===== config.mk =====
export PLATFORM = sky130hd
export DESIGN_NAME = glitch_filter_n_sample
export DESIGN_NICKNAME = d
export VERILOG_FILES = /design/src/inc/glitch_filter_pkg.sv /design/src/rtl/glitch_filter_n_sample.sv
export VERILOG_INCLUDE_DIRS = /design/src /design/src/inc
export SDC_FILE = /design/constraint.sdc
export NUM_CORES = 1
export LEC_CHECK = 0
export BUFFER_PORTS_ARGS = -buffer_cell sky130_fd_sc_hd__clkbuf_2
export CORE_MARGIN = 8
export CORE_UTILIZATION = 45
export DETAILED_ROUTE_END_ITERATION = 16
export PLACE_DENSITY = 0.66
export SYNTH_ARGS = -nofsm -noshare
export SYNTH_HDL_FRONTEND = slang
export SYNTH_SLANG_ARGS = --single-unit

===== constraint.sdc =====
create_clock -name clock -period 2.1 [get_ports clock]
set_input_delay 0.21 -clock clock [delete_from_list [all_inputs] [get_ports clock]]
set_output_delay 0.21 -clock clock [all_outputs]
set_load 0.1 [all_outputs]

===== src/inc/glitch_filter_params.svh =====
// Constants for the N-sample glitch filter.
// Assumes inclusion by the filter package, its module, the line model and the bench.
`ifndef GLITCH_FILTER_PARAMS_SVH
`define GLITCH_FILTER_PARAMS_SVH

// Number of parallel input lines
`define GF_WIDTH 4
// Previous samples that must agree with the current one
`define GF_DEPTH 2
// Reset level of output and history
`define GF_RESET_LEVEL 1'h0
// Clock period in ns; one clock period is one sample_interval
`define GF_SAMPLE_INTERVAL_NS 40

`endif


===== src/inc/glitch_filter_pkg.sv =====
// Types for the N-sample glitch filter.
// Assumes the constants header is on the include path.
`include "glitch_filter_params.svh"

package glitch_filter_pkg;

	typedef logic [`GF_DEPTH-1:0] history_t;

	typedef struct packed {
		logic [`GF_WIDTH-1:0] sync1;
		logic [`GF_WIDTH-1:0] sync2;
		history_t [`GF_WIDTH-1:0] hist;
		logic [`GF_WIDTH-1:0] filtOut;
	} filter_state_t;

endpackage


===== src/rtl/glitch_filter_n_sample.sv =====
// N-sample glitch filter, one lane per input bit.
// Assumes asynchronous raw inputs, resynchronised here before sampling.
//
// Functional notes
// - High needs current and previous N samples all high; low likewise.
// - Disagreeing samples leave the output at its held value.
// - Sustained change shows after N to N plus one sample periods.
// - Every clock edge is one sample; clock period is the sample_interval.
// - Reset forces output and history to zero.
// - Width parameter sets parallel lanes, one output bit per input bit.
// - History depth N is a build-time constant, usually 1, 2 or 3.
`include "glitch_filter_params.svh"

module glitch_filter_n_sample
	import glitch_filter_pkg::*;
(
	// Clock and reset
	input  wire logic                 clock,
	input  wire logic                 rst_n,
	// Raw lines
	input  wire logic [`GF_WIDTH-1:0] rawIn,
	// Cleaned lines
	output logic      [`GF_WIDTH-1:0] filtOut
);

	filter_state_t state_r;
	filter_state_t state_nxt;

	// output latency
	// Latency counted from the synchronised sample, so pin-to-output
	// delay is two cycles longer than N to N plus one.
	logic [`GF_WIDTH-1:0] allHigh;
	logic [`GF_WIDTH-1:0] allLow;

	genvar g;
	generate
		for (g = 0; g < `GF_WIDTH; g++) begin : gLane
			assign allHigh[g] = state_r.sync2[g] & (&state_r.hist[g]);
			assign allLow[g]  = ~state_r.sync2[g] & ~(|state_r.hist[g]);
		end
	endgenerate

	always_comb begin
		state_nxt = state_r;
		state_nxt.sync1 = rawIn;
		state_nxt.sync2 = state_r.sync1;
		for (int i = 0; i < `GF_WIDTH; i++) begin
			if (`GF_DEPTH > 1)
				state_nxt.hist[i] = history_t'({state_r.hist[i],
					state_r.sync2[i]});
			else
				state_nxt.hist[i] = history_t'(state_r.sync2[i]);
			if (allHigh[i])
				state_nxt.filtOut[i] = 1'h1;
			else if (allLow[i])
				state_nxt.filtOut[i] = 1'h0;
		end
	end

	always_ff @(posedge clock or negedge rst_n) begin
		if (!rst_n)
			state_r <= {$bits(filter_state_t){`GF_RESET_LEVEL}};
		else
			state_r <= state_nxt;
	end

	assign filtOut = state_r.filtOut;

	// Every lane gets rise and fall checks; lane 0 adds hold, sustain and early-rise, history is checked on lanes 1 and 3
	a_rise_needs_agree: assert property (
		@(posedge clock) disable iff (!rst_n)
		$rose(filtOut[0])
		|->
		$past(allHigh[0])
	) else $error("output rose without unanimous high");

	a_fall_needs_agree: assert property (
		@(posedge clock) disable iff (!rst_n)
		$fell(filtOut[0])
		|->
		$past(allLow[0])
	) else $error("output fell without unanimous low");

	a_rise_lane_one: assert property (
		@(posedge clock) disable iff (!rst_n)
		$rose(filtOut[1])
		|->
		$past(allHigh[1])
	) else $error("lane one rose without unanimous high");

	a_fall_lane_one: assert property (
		@(posedge clock) disable iff (!rst_n)
		$fell(filtOut[1])
		|->
		$past(allLow[1])
	) else $error("lane one fell without unanimous low");

	a_rise_lane_two: assert property (
		@(posedge clock) disable iff (!rst_n)
		$rose(filtOut[2])
		|->
		$past(allHigh[2])
	) else $error("lane two rose without unanimous high");

	a_fall_lane_two: assert property (
		@(posedge clock) disable iff (!rst_n)
		$fell(filtOut[2])
		|->
		$past(allLow[2])
	) else $error("lane two fell without unanimous low");

	a_rise_lane_three: assert property (
		@(posedge clock) disable iff (!rst_n)
		$rose(filtOut[3])
		|->
		$past(allHigh[3])
	) else $error("lane three rose without unanimous high");

	a_fall_lane_three: assert property (
		@(posedge clock) disable iff (!rst_n)
		$fell(filtOut[3])
		|->
		$past(allLow[3])
	) else $error("lane three fell without unanimous low");

	a_hold_on_mixed: assert property (
		@(posedge clock) disable iff (!rst_n)
		!allHigh[0] && !allLow[0]
		|=>
		$stable(filtOut[0])
	) else $error("output moved on mixed samples");

	a_hold_lane_one: assert property (
		@(posedge clock) disable iff (!rst_n)
		!allHigh[1] && !allLow[1]
		|=>
		$stable(filtOut[1])
	) else $error("lane one moved on mixed samples");

	a_hold_lane_three: assert property (
		@(posedge clock) disable iff (!rst_n)
		!allHigh[3] && !allLow[3]
		|=>
		$stable(filtOut[3])
	) else $error("lane three moved on mixed samples");

	a_sustained_high: assert property (
		@(posedge clock) disable iff (!rst_n)
		state_r.sync2[0] [*3]
		|=>
		filtOut[0]
	) else $error("output missed sustained high");

	a_sustained_low: assert property (
		@(posedge clock) disable iff (!rst_n)
		!state_r.sync2[0] [*3]
		|=>
		!filtOut[0]
	) else $error("output missed sustained low");

	a_sustain_high_three: assert property (
		@(posedge clock) disable iff (!rst_n)
		state_r.sync2[3] [*3]
		|=>
		filtOut[3]
	) else $error("lane three missed sustained high");

	a_sustain_low_three: assert property (
		@(posedge clock) disable iff (!rst_n)
		!state_r.sync2[3] [*3]
		|=>
		!filtOut[3]
	) else $error("lane three missed sustained low");

	a_no_early_rise: assert property (
		@(posedge clock) disable iff (!rst_n)
		$rose(filtOut[0])
		|->
		$past(state_r.sync2[0], 3)
	) else $error("output rose before enough samples");

	a_history_shift: assert property (
		@(posedge clock) disable iff (!rst_n)
		1'h1
		|=>
		state_r.hist[1][0] == $past(state_r.sync2[1])
	) else $error("lane history did not shift");

	a_history_depth: assert property (
		@(posedge clock) disable iff (!rst_n)
		1'h1
		|=>
		state_r.hist[3][1] == $past(state_r.hist[3][0])
	) else $error("history did not move to older slot");

	a_sync_chain: assert property (
		@(posedge clock) disable iff (!rst_n)
		1'h1
		|=>
		state_r.sync2 == $past(state_r.sync1)
	) else $error("sample chain broke");

	a_lanes_apart: assert property (
		@(posedge clock) disable iff (!rst_n)
		allHigh[2]
		|=>
		filtOut[2]
	) else $error("lane two ignored its agreement");

	a_reset_zero: assert property (
		@(posedge clock)
		!rst_n
		|->
		filtOut == '0
	) else $error("output not zero in reset");

endmodule


==> summary.md, run 1 <==
| Metric | Value |
|---|---|
| Worst Setup Start Kind | register |
| Count of nets after finishing | 57 |
| HPWL after detailed placement | 647 um |
| Fin Clk Skew | 3.66 ps |
| Largest cells by area after synthesis | dfrtp_1 (83%), o21ai_1 (6.6%), buf_4 (5.0%), a21oi_1 (3.3%), inv_1 (2.5%) |
| DRT Pass-1 Iters | 4 |
| Cell count after placement | 60 |
| # IOs | 10 |
| DRC violation total after the first TritonRoute iteration | 8 |
| Relative area change from synthesis to final layout | 11.0% |
| Share of flip-flops with an asynchronous set or reset | 1.00 |
| Number of enable flip-flop cells after synthesis | 0 |
| Final instance count without filler cells | 64 |
| Setup Viol. Count Final | 0 |
| Number of library cell types mapped by synthesis | 5 |
| Overall global routing resource usage | 0.0735 |
| Sequential share of power | 0.613 |
| Synthesized net count | 46 |
| Reg2reg setup slack | 1340 ps |
| Diodes inserted | 0 |
| PD cells | 1030 nW/um^2 |
| Top delay family on crit path | buffers and inverters |
| Number of buffers created by CTS | 3 |
| Floorplan Core Area | 1280 sq um |
| Sink Count | 20 |
| Fill cell total of the finished layout | 110 |
| Compound-cell area share of the yosys netlist | 0.0992 |
| Met3 Usage GRT | 0.0341 |
| Part of the Yosys area used for sequential elements | 0.826 |
| Reported leakage power | 0.000321 uW |
| Maximum fanout along the worst path | 3 |
| Largest net degree at the start of global routing | 21 |
| Die Area | 2780 sq um |
| Grt peak-use layer | met2 |
| Vias in the first global route | 357 |
| Total standard cell area after synthesis | 606 sq um |
| Internal Power | 494 uW |
| Post-CTS setup repair buffer count | 0 |
| Worst IR drop on VDD | 0.000533 V |
| Final count of hold timing violations | 0 |
| Share of final-layout standard cells stronger than drive strength 1 | 0.245 |
| Maximum single-stage delay on the critical path | 470 ps |
| Peak Freq | 749 MHz |
| Xor-xnor portion of the synthesized cell area | 0 |
| Leading register cell type out of synthesis | dfrtp_1 |
| DRC violation count after routing | 0 |
| Post-route clock period utilization | 0.636 |
| Initial antenna violation count | 0 |
| CTS Buffer Depth | 2 |
| Sequence of cells on the critical path | clkbuf_2 |
| Post-Synth Adder-Cell Area | 0 |
| Total of warnings raised by yosys | 0 |
| Number of standard-cell rows in the floorplan | 13 |
| Reg clk slew, reported paths | 90 ps |
| Global-route wire length before repair | 1460 um |
| Top-area cell type share of the netlist area | 0.826 |
| Vertical extent of the die | 52.7 um |
| Slowest cell on the critical path | clkbuf_2 |
| Final routed wirelength across all metal layers | 822 um |
| Clock root buffer master | clkbuf_4 |
| Worst slew margin relative to its limit | 0.638 |
| Setup Crit Path Kind | reg2out |
| Switching power as a share of total power | 0.287 |
| Via-per-instance ratio | 4.77 |
| Critical path endpoint category | primary output |
| Most area-hungry cell type in the Yosys netlist | dfrtp_1 |
| Die Span X | 52.7 um |
| Clock power frac | 0.232 |
| Hold Crit Class | in2reg |
| Count of maximum capacitance violations | 0 |
| # H-tree levels | 1 |
| Shortest clock period the worst path allows after layout | 1340 ps |
| Average routed wire per standard cell | 12.8 um |
| Clk_lat worst skew | 280 ps |
| Resized cells post-CTS | 0 |
| Dominant combinational cell family by area after synthesis | compound AO/OA/AOI/OAI gates |
| Synthesized instance count | 40 |
| Remaining Overflow, GRT | 0 |
| NetSw | 199 uW |
| Final Max Tran Viols | 0 |
| Result of the run | finished clean |
| Signal arrival time at the worst endpoint | 1130 ps |
| Post-Syn Area per Cell | 15.1 sq um |
| Total buffers and inverters traversed by the critical path | 1 |
| Leading post-synthesis cells by instance count | dfrtp_1 (20), o21ai_1 (8), a21oi_1 (4), buf_4 (4), inv_1 (4) |
| Met1 capacity usage during global routing | 0.0695 |
| Synthesized-area fraction occupied by and/or/nand/nor cells | 0 |
| Count of vias placed by the detailed router | 305 |
| Cts-stage hold buffer count | 1 |
| Part of the power in combinational logic | 0.155 |
| Measured slew at the worst slew-check pin | 546 ps |
| Cell with the most instances after synthesis | dfrtp_1 |
| Number of synthesized register bits | 20 |
| Final ANT Viol Nets | 0 |
| TritonCTS clock tree | done |
| Required time of the worst setup path | 1890 ps |
| Final estimated routing congestion in global placement | 0.653 |
| Met2 Usage GRT | 0.117 |
| Initial core utilization | 0.471 |
| Post-synthesis mux area share | 0 |
| IO Port Bufs | 9 |
| Unrepaired setup endpoints after global routing | false |
| Final-layout setup total negative slack | 0 ps |
==> final timing paths <==
| path | startpoint | end | cells after the start |
|---|---|---|---|
| min in group asynchronous | rst_n | state_nxt[15] | 2 |
| max in group asynchronous | rst_n | filtOut[0] | 2 |
| max reg2reg | state_nxt[8] | filtOut[2] | 2 |
| min reg2reg | state_nxt[15] | state_nxt[10] | 0 |
| max | filtOut[2] | filtOut[2] | 1 |
| min | rawIn[1] | state_nxt[13] | 1 |
==> cell type report <==
type                            count  area, sq um  share of cell area
Sequential cell                    20          500               0.745
Tap cell                           15         18.8              0.0279
Clock buffer                        3         22.5              0.0335
Multi-Input combinational cell     12         60.1              0.0894
Inverter                            4         15.0              0.0223
Timing Repair Buffer               10         55.1              0.0819
==> metal layers <==
metal / wire, um / vias up
met4: 0 / 0
li1: - / 144
met3: 66 / 0
met5: 0 / -
met2: 424 / 10
met1: 331 / 151
==> state kept, by name, indices dropped and copies added, names as in the netlist <==
name,cells
state_nxt,12
state_r,4
filtOut,4
==> cell usage in the layout, fill, tap and decap left out, drive strengths merged <==
master       instances
inv                  4
dlygate4sd3          1
clkbuf              12
a21oi                4
o21ai                8
dfrtp               20
==> power by group through the flow <==
stage / clock [uW] / sequential (uW) / combinational (uW)
after floorplan: 0 / 428 / 97.5
after global placement: 0 / 430 / 105
after detailed placement: 0 / 432 / 108
after CTS: 169 / 425 / 110
after global routing: 186 / 429 / 114
final: 161 / 425 / 108
==> per-stage QoR <==
stage / utilization / hold slack [ps] / worst slack (ps) / instance area (sq um) / total power [uW]
2_1_floorplan: - / -85.6 / 1270 / 606 / 526
3_3_place_gp: 0.498 / 164 / 1090 / 639 / 534
3_5_place_dp: 0.498 / 182 / 1070 / 639 / 541
4_1_cts: 0.523 / 16.0 / 745 / 672 / 704
5_1_grt: 0.523 / 3.00 / 694 / 672 / 729
6_report: 0.523 / 25.4 / 765 / 672 / 693
==> logic make-up (layout without fill, tap and decap cells) <==
logic type / after synthesis / after routing
compound gates: 12 / 12
buf+inv: 8 / 17
flops: 20 / 20
(Power assumes the default switching activity.)
==> run 2, diff against run 1 <==
--- a/config.mk
+++ b/config.mk
@@ -6,11 +6,12 @@
 export SDC_FILE = /design/constraint.sdc
 export NUM_CORES = 1
 export LEC_CHECK = 0
+export ABC_AREA = 1
 export BUFFER_PORTS_ARGS = -buffer_cell sky130_fd_sc_hd__clkbuf_2
 export CORE_MARGIN = 8
 export CORE_UTILIZATION = 45
 export DETAILED_ROUTE_END_ITERATION = 16
-export PLACE_DENSITY = 0.66
+export PLACE_DENSITY = 0.68
 export SYNTH_ARGS = -nofsm -noshare
 export SYNTH_HDL_FRONTEND = slang
 export SYNTH_SLANG_ARGS = --single-unit
==> constraint.sdc (replaced) <==
create_clock -name clock -period 1.12 [get_ports clock]
set_input_delay 0.112 -clock clock [delete_from_list [all_inputs] [get_ports clock]]
set_output_delay 0.112 -clock clock [all_outputs]
set_load 0.1 [all_outputs]
==> run 2 against run 1 <==
Net effect: die area grew 5.7%; synthesized cell count grew 40%; hold slack gained 260 ps; cell count grew 33%; total power grew 120%; utilization grew 10 points; routed wire length shrank 2.8%; sequential cell count is the same; global-route usage grew 0.39 points; critical endpoint is now filtOut[1]; combinational power grew to 3.2 times the previous value.
==> summary.md, run 2 <==
| Metric | Value |
|---|---|
| Result of the run | finished clean |
| DRC violation count after routing | 0 |
| Share of final-layout standard cells stronger than drive strength 1 | 0.186 |
| Setup Crit Path Kind | reg2out |
| Fin Clk Skew | 2.90 ps |
| Final estimated routing congestion in global placement | 0.634 |
| Most area-hungry cell type in the Yosys netlist | dfrtp_1 |
| Post-Syn Area per Cell | 11.7 sq um |
| Fill cell total of the finished layout | 107 |
| Hold Crit Class | in2async |
| Measured slew at the worst slew-check pin | 450 ps |
| Signal arrival time at the worst endpoint | 890 ps |
| Count of nets after finishing | 77 |
| Post-route clock period utilization | 0.891 |
| Total power after layout | 1550 uW |
| Final count of hold timing violations | 0 |
| R2r worst-path depth | 4 |
| Initial antenna violation count | 0 |
| Sequence of cells on the critical path | buf_12 |
| Count of vias placed by the detailed router | 349 |
| Reg2reg setup slack | 370 ps |
| Final core area utilization | 0.627 |
| CTS Buffer Depth | 2 |
| Part of the Yosys area used for sequential elements | 0.763 |
| Post-route standard cell area excluding fillers | 836 sq um |
| Largest net degree at the start of global routing | 21 |
| Overall global routing resource usage | 0.0774 |
| Unrepaired setup endpoints after global routing | false |
| Final Max Tran Viols | 0 |
| Reg clk slew, reported paths | 100 ps |
| Area post-placement | 749 sq um |
| Cell count after placement | 76 |
| Total of warnings raised by yosys | 0 |
| Leading cell type in the layout, fill and taps excluded | dfrtp_1 |
| CP Depth | 1 |
| Maximum fanout along the worst path | 2 |
| Shortest clock period the worst path allows after layout | 998 ps |
| Synthesized instance count | 56 |
| Final ANT Viol Nets | 0 |
| Reported leakage power | 0.000445 uW |
| Count of maximum capacitance violations | 0 |
| Leading register cell type out of synthesis | dfrtp_1 |
| Floorplan Core Area | 1330 sq um |
| Remaining Overflow, GRT | 0 |
| Global-route wire length before repair | 1570 um |
| Sink Count | 20 |
| Average routed wire per standard cell | 9.40 um |
| Relative area change from synthesis to final layout | 27.5% |
| Die Area | 2930 sq um |
| Number of enable flip-flop cells after synthesis | 0 |
| Total buffers and inverters traversed by the critical path | 1 |
| IO Port Bufs | 9 |
| Number of synthesized register bits | 20 |
| DRT Pass-1 Iters | 2 |
| Clk_lat worst skew | 290 ps |
| # H-tree levels | 1 |
| Worst IR drop on VDD | 0.00125 V |
| Total standard cell area after synthesis | 656 sq um |
| Maximum single-stage delay on the critical path | 420 ps |
| Largest register FFs | 12 |
| PD cells | 1860 nW/um^2 |
| Via-per-instance ratio | 4.11 |
| Worst Setup Start Kind | register |
| HPWL after detailed placement | 545 um |
| Top delay family on crit path | flip-flops |
| # IOs | 10 |
| Number of buffers created by CTS | 3 |
| Setup Viol. Count Final | 0 |
| Largest cells by area after synthesis | dfrtp_1 (76%), inv_1 (6.9%), nand2_1 (6.9%), buf_4 (4.6%), nand3_1 (3.1%) |
| Synthesized net count | 62 |
| Cell with the most instances after synthesis | dfrtp_1 |
| Peak Freq | 1000 MHz |
| Vias in the first global route | 375 |
| Number of library cell types mapped by synthesis | 6 |
| Die Span X | 54.2 um |
| Share of flip-flops with an asynchronous set or reset | 1.00 |
| TritonCTS clock tree | done |
| DRC violation total after the first TritonRoute iteration | 6 |
| Clock root buffer master | clkbuf_4 |
| Initial core utilization | 0.492 |
| Final instance count without filler cells | 85 |
| Required time of the worst setup path | 1010 ps |
| Most frequent cells in the layout | dfrtp_1 (20), inv_1 (12), nand2_1 (12) |
| Diodes inserted | 0 |
| Final routed wirelength across all metal layers | 799 um |
| Critical path endpoint category | primary output |
| Leading post-synthesis cells by instance count | dfrtp_1 (20), inv_1 (12), nand2_1 (12) |
| Number of standard-cell rows in the floorplan | 13 |
| Slowest cell on the critical path | dfrtp_1 |
| Vertical extent of the die | 54.2 um |
| Final-layout setup total negative slack | 0 ps |
| Top-area cell type share of the netlist area | 0.763 |
| Worst slew margin relative to its limit | 0.700 |
-- run 2: cell count changes in the layout (fill, tap and decap cells not counted) --
cell / previous run / this run
nand2_1: 0 / 12
inv_1: 4 / 12
o21ai_1: 8 / 0
a21oi_1: 4 / 0
buf_12: 0 / 4
clkbuf_2: 9 / 5
dlygate4sd3_1: 1 / 5
nand3_1: 0 / 4
nor2_1: 0 / 4
clkbuf_8: 0 / 1
-- run 2: final timing paths --
path	from	endpoint
setup reg to reg	state_nxt[9]	filtOut[2]
hold / removal	rst_n	state_r[5]
min in group clock	state_nxt[14]	state_nxt[8]
hold reg to reg	state_nxt[14]	state_nxt[8]
setup / recovery	filtOut[1]	filtOut[1]
max in group asynchronous	rst_n	state_nxt[8]
-- run 2: report_power, final --
part / switching, uW / total (uW) / internal (uW)
combinational: 221 / 345 / 124
sequential: 39.0 / 813 / 774
clock: 199 / 396 / 198
-- run 2: final cells by class --
class / instances / area, sq um / area share
flip-flops and latches: 20 / 500 / 0.599
repair buffers: 14 / 155 / 0.186
multi-input cells: 20 / 80.1 / 0.0958
clock buffers: 4 / 36.3 / 0.0434
well taps: 15 / 18.8 / 0.0225
inverters: 12 / 45.0 / 0.0539
-- run 2: logic make-up (layout without fill, tap and decap cells) --
family / Yosys count / count (layout) / synth area share
simple gates: 20 / 20 / 0.122
flops: 20 / 20 / 0.763
buf+inv: 16 / 30 / 0.115
-- run 2: stage by stage --
step / hold WS, ps / setup slack [ps]
2_1_floorplan: -184 / 409
3_3_place_gp: 83.2 / 410
3_5_place_dp: 86.9 / 369
4_1_cts: 301 / 108
5_1_grt: 316 / 62.3
6_report: 290 / 122
-- run 2: repair_timing --
| action | 4_1_cts | 5_1_grt |
|---|---|---|
| buffers inserted | 0 | 0 |
| hold endpoints to repair | 24 | 0 |
| resized for setup | 0 | 0 |
| hold buffers | 5 | 0 |
-- run 2: routing by layer --
| layer | part of all wire | routed length (um) | track usage | up-vias |
|---|---|---|---|---|
| li1 | - | - | - | 185 |
| met1 | 0.49 | 395 | 0.0802 | 155 |
| met2 | 0.41 | 331 | 0.113 | 7 |
| met3 | 0.064 | 51 | 0.0441 | 2 |
| met4 | 0.026 | 21 | 0.0615 | 0 |
| met5 | 0 | 0 | 0 | - |
==> run 3, diff against run 2 <==
--- a/config.mk
+++ b/config.mk
@@ -10,6 +10,7 @@
 export BUFFER_PORTS_ARGS = -buffer_cell sky130_fd_sc_hd__clkbuf_2
 export CORE_MARGIN = 8
 export CORE_UTILIZATION = 45
+export CTS_BUF_LIST = sky130_fd_sc_hd__clkbuf_16
 export DETAILED_ROUTE_END_ITERATION = 16
 export PLACE_DENSITY = 0.68
 export SYNTH_ARGS = -nofsm -noshare
==> run 3 against run 2 <==
Net effect: clock power increased by 78%; critical path depth unchanged; sequential power barely moved; routed wire length grew 1.9%; final area increased by 5.1%; register-to-register slack is essentially flat; worst setup slack improved by 57 ps; sequential share of layout area fell by 2.9 points; largest cell class unchanged; highest routed layer unchanged.
==> summary.md, run 3 (same netlist as run 2, synthesis figures left out) <==
| Metric | Value |
|---|---|
| Final Max Tran Viols | 0 |
| HPWL after detailed placement | 545 um |
| # H-tree levels | 1 |
| Final estimated routing congestion in global placement | 0.634 |
| Leading cell type in the layout, fill and taps excluded | dfrtp_1 |
| Post-route clock period utilization | 0.841 |
| Share of final-layout standard cells stronger than drive strength 1 | 0.171 |
| Diodes inserted | 0 |
| Number of standard-cell rows in the floorplan | 13 |
| TritonCTS clock tree | done |
| IO Port Bufs | 9 |
| Remaining Overflow, GRT | 0 |
| Worst IR drop on VDD | 0.00174 V |
| DRC violation count after routing | 0 |
| Most frequent cells in the layout | dfrtp_1 (20), inv_1 (12), nand2_1 (12) |
| Met1 capacity usage during global routing | 0.0820 |
| Die Area | 2930 sq um |
| Final count of hold timing violations | 0 |
| Via-per-instance ratio | 4.27 |
| Count of vias placed by the detailed router | 363 |
| Vertical extent of the die | 54.2 um |
| Overall global routing resource usage | 0.0797 |
| Hold Crit Class | in2async |
| # IOs | 10 |
| Met3 Usage GRT | 0.0523 |
| Sequence of cells on the critical path | buf_12 |
| Vias in the first global route | 395 |
| Slowest cell on the critical path | dfrtp_1 |
| Initial antenna violation count | 0 |
| PD cells | 2120 nW/um^2 |
| Area post-placement | 749 sq um |
| Clk_lat worst skew | 240 ps |
| Initial core utilization | 0.492 |
| Shortest clock period the worst path allows after layout | 941 ps |
| DRT Pass-1 Iters | 4 |
| Largest net degree at the start of global routing | 21 |
| DRC violation total after the first TritonRoute iteration | 4 |
| Reg clk slew, reported paths | 50 ps |
| Measured slew at the worst slew-check pin | 449 ps |
| Source of the worst register-to-register timing path | state_nxt[9] |
| Largest register FFs | 12 |
| CTS Buffer Depth | 2 |
| Setup Viol. Count Final | 0 |
| Number of buffers created by CTS | 3 |
| Final ANT Viol Nets | 0 |
| Average routed wire per standard cell | 9.58 um |
| Post-route standard cell area excluding fillers | 878 sq um |
| Fill cell total of the finished layout | 101 |
| Final-layout setup total negative slack | 0 ps |
| Maximum fanout along the worst path | 2 |
| Unrepaired setup endpoints after global routing | false |
| Reported leakage power | 0.000462 uW |
| Clock root buffer master | clkbuf_16 |
| Critical path endpoint category | primary output |
| Top delay family on crit path | flip-flops |
| Floorplan Core Area | 1330 sq um |
| Worst Setup Start Kind | register |
| Result of the run | finished clean |
| Signal arrival time at the worst endpoint | 830 ps |
| Total buffers and inverters traversed by the critical path | 1 |
| Placement Setup Slack | 369 ps |
| Worst slew margin relative to its limit | 0.701 |
| PnR worst setup slack | 179 ps |
| Die Span X | 54.2 um |
| Relative area change from synthesis to final layout | 34.0% |
| Maximum single-stage delay on the critical path | 400 ps |
| Final routed wirelength across all metal layers | 814 um |
| Required time of the worst setup path | 1010 ps |
| Final core area utilization | 0.659 |
| Sink Count | 20 |
| Met2 Usage GRT | 0.118 |
| Count of maximum capacitance violations | 0 |
| Fin Clk Skew | 1.13 ps |
| Global-route wire length before repair | 1600 um |
| Peak Freq | 1060 MHz |
| Setup Crit Path Kind | reg2out |
| Critical Path Source | filtOut[1] |
| Grt peak-use layer | met2 |
| Post-CTS setup repair buffer count | 0 |
| Count of nets after finishing | 77 |
run 3: changes by cell type in the layout (fill, tap and decap cells not counted), sizes merged:
cell,before,now
clkbuf,9,8
clkinv,0,1
run 3: timing repair:
| item | CTS | global route |
|---|---|---|
| hold buffers | 5 | 0 |
| hold endpoints to repair | 24 | 0 |
| resized for setup | 0 | 0 |
run 3: path summary, 6_finish.rpt:
| kind | end | slack [ps] | depth (start not counted) |
|---|---|---|---|
| max in group asynchronous | filtOut[2] | 470 | 2 |
| worst max register to register | filtOut[2] | 370 | 4 |
| min in group clock | state_nxt[10] | 350 | 0 |
| worst max-delay path | filtOut[1] | 180 | 1 |
| worst min register to register | state_nxt[10] | 350 | 0 |
| worst min-delay path | state_nxt[10] | 340 | 2 |
run 3: routing by layer:
metal | routed length [um] | vias up
li1 | - | 184
met1 | 375 | 166
met2 | 374 | 9
met3 | 51 | 4
met4 | 12 | 0
met5 | 0 | -
run 3: cell type report:
| cell class | instances | area, sq um | share of cell area |
|---|---|---|---|
| multi-input cells | 20 | 80.1 | 0.0912 |
| clock inverters | 1 | 3.75 | 0.00427 |
| flip-flops and latches | 20 | 500 | 0.570 |
| inverters | 12 | 45.0 | 0.0513 |
| well taps | 15 | 18.8 | 0.0214 |
| clock buffers | 3 | 75.1 | 0.0855 |
| repair buffers | 14 | 155 | 0.177 |
run 3: power breakdown:
group | internal, uW | leakage [uW] | total (uW) | switching (uW)
registers | 776 | 0.000234 | 816 | 40.0
clock network | 474 | 0.0000385 | 703 | 229
logic | 124 | 0.000190 | 345 | 222
run 3: metrics by stage:
| stage | total power, uW | std cells | hold slack [ps] |
|---|---|---|---|
| after floorplan | 1060 | 56 | -184 |
| after global placement | 1160 | 76 | 83.2 |
| after detailed placement | 1160 | 76 | 86.9 |
| after CTS | 1890 | 85 | 352 |
| after global routing | 1960 | 85 | 355 |
| final | 1860 | 85 | 344 |
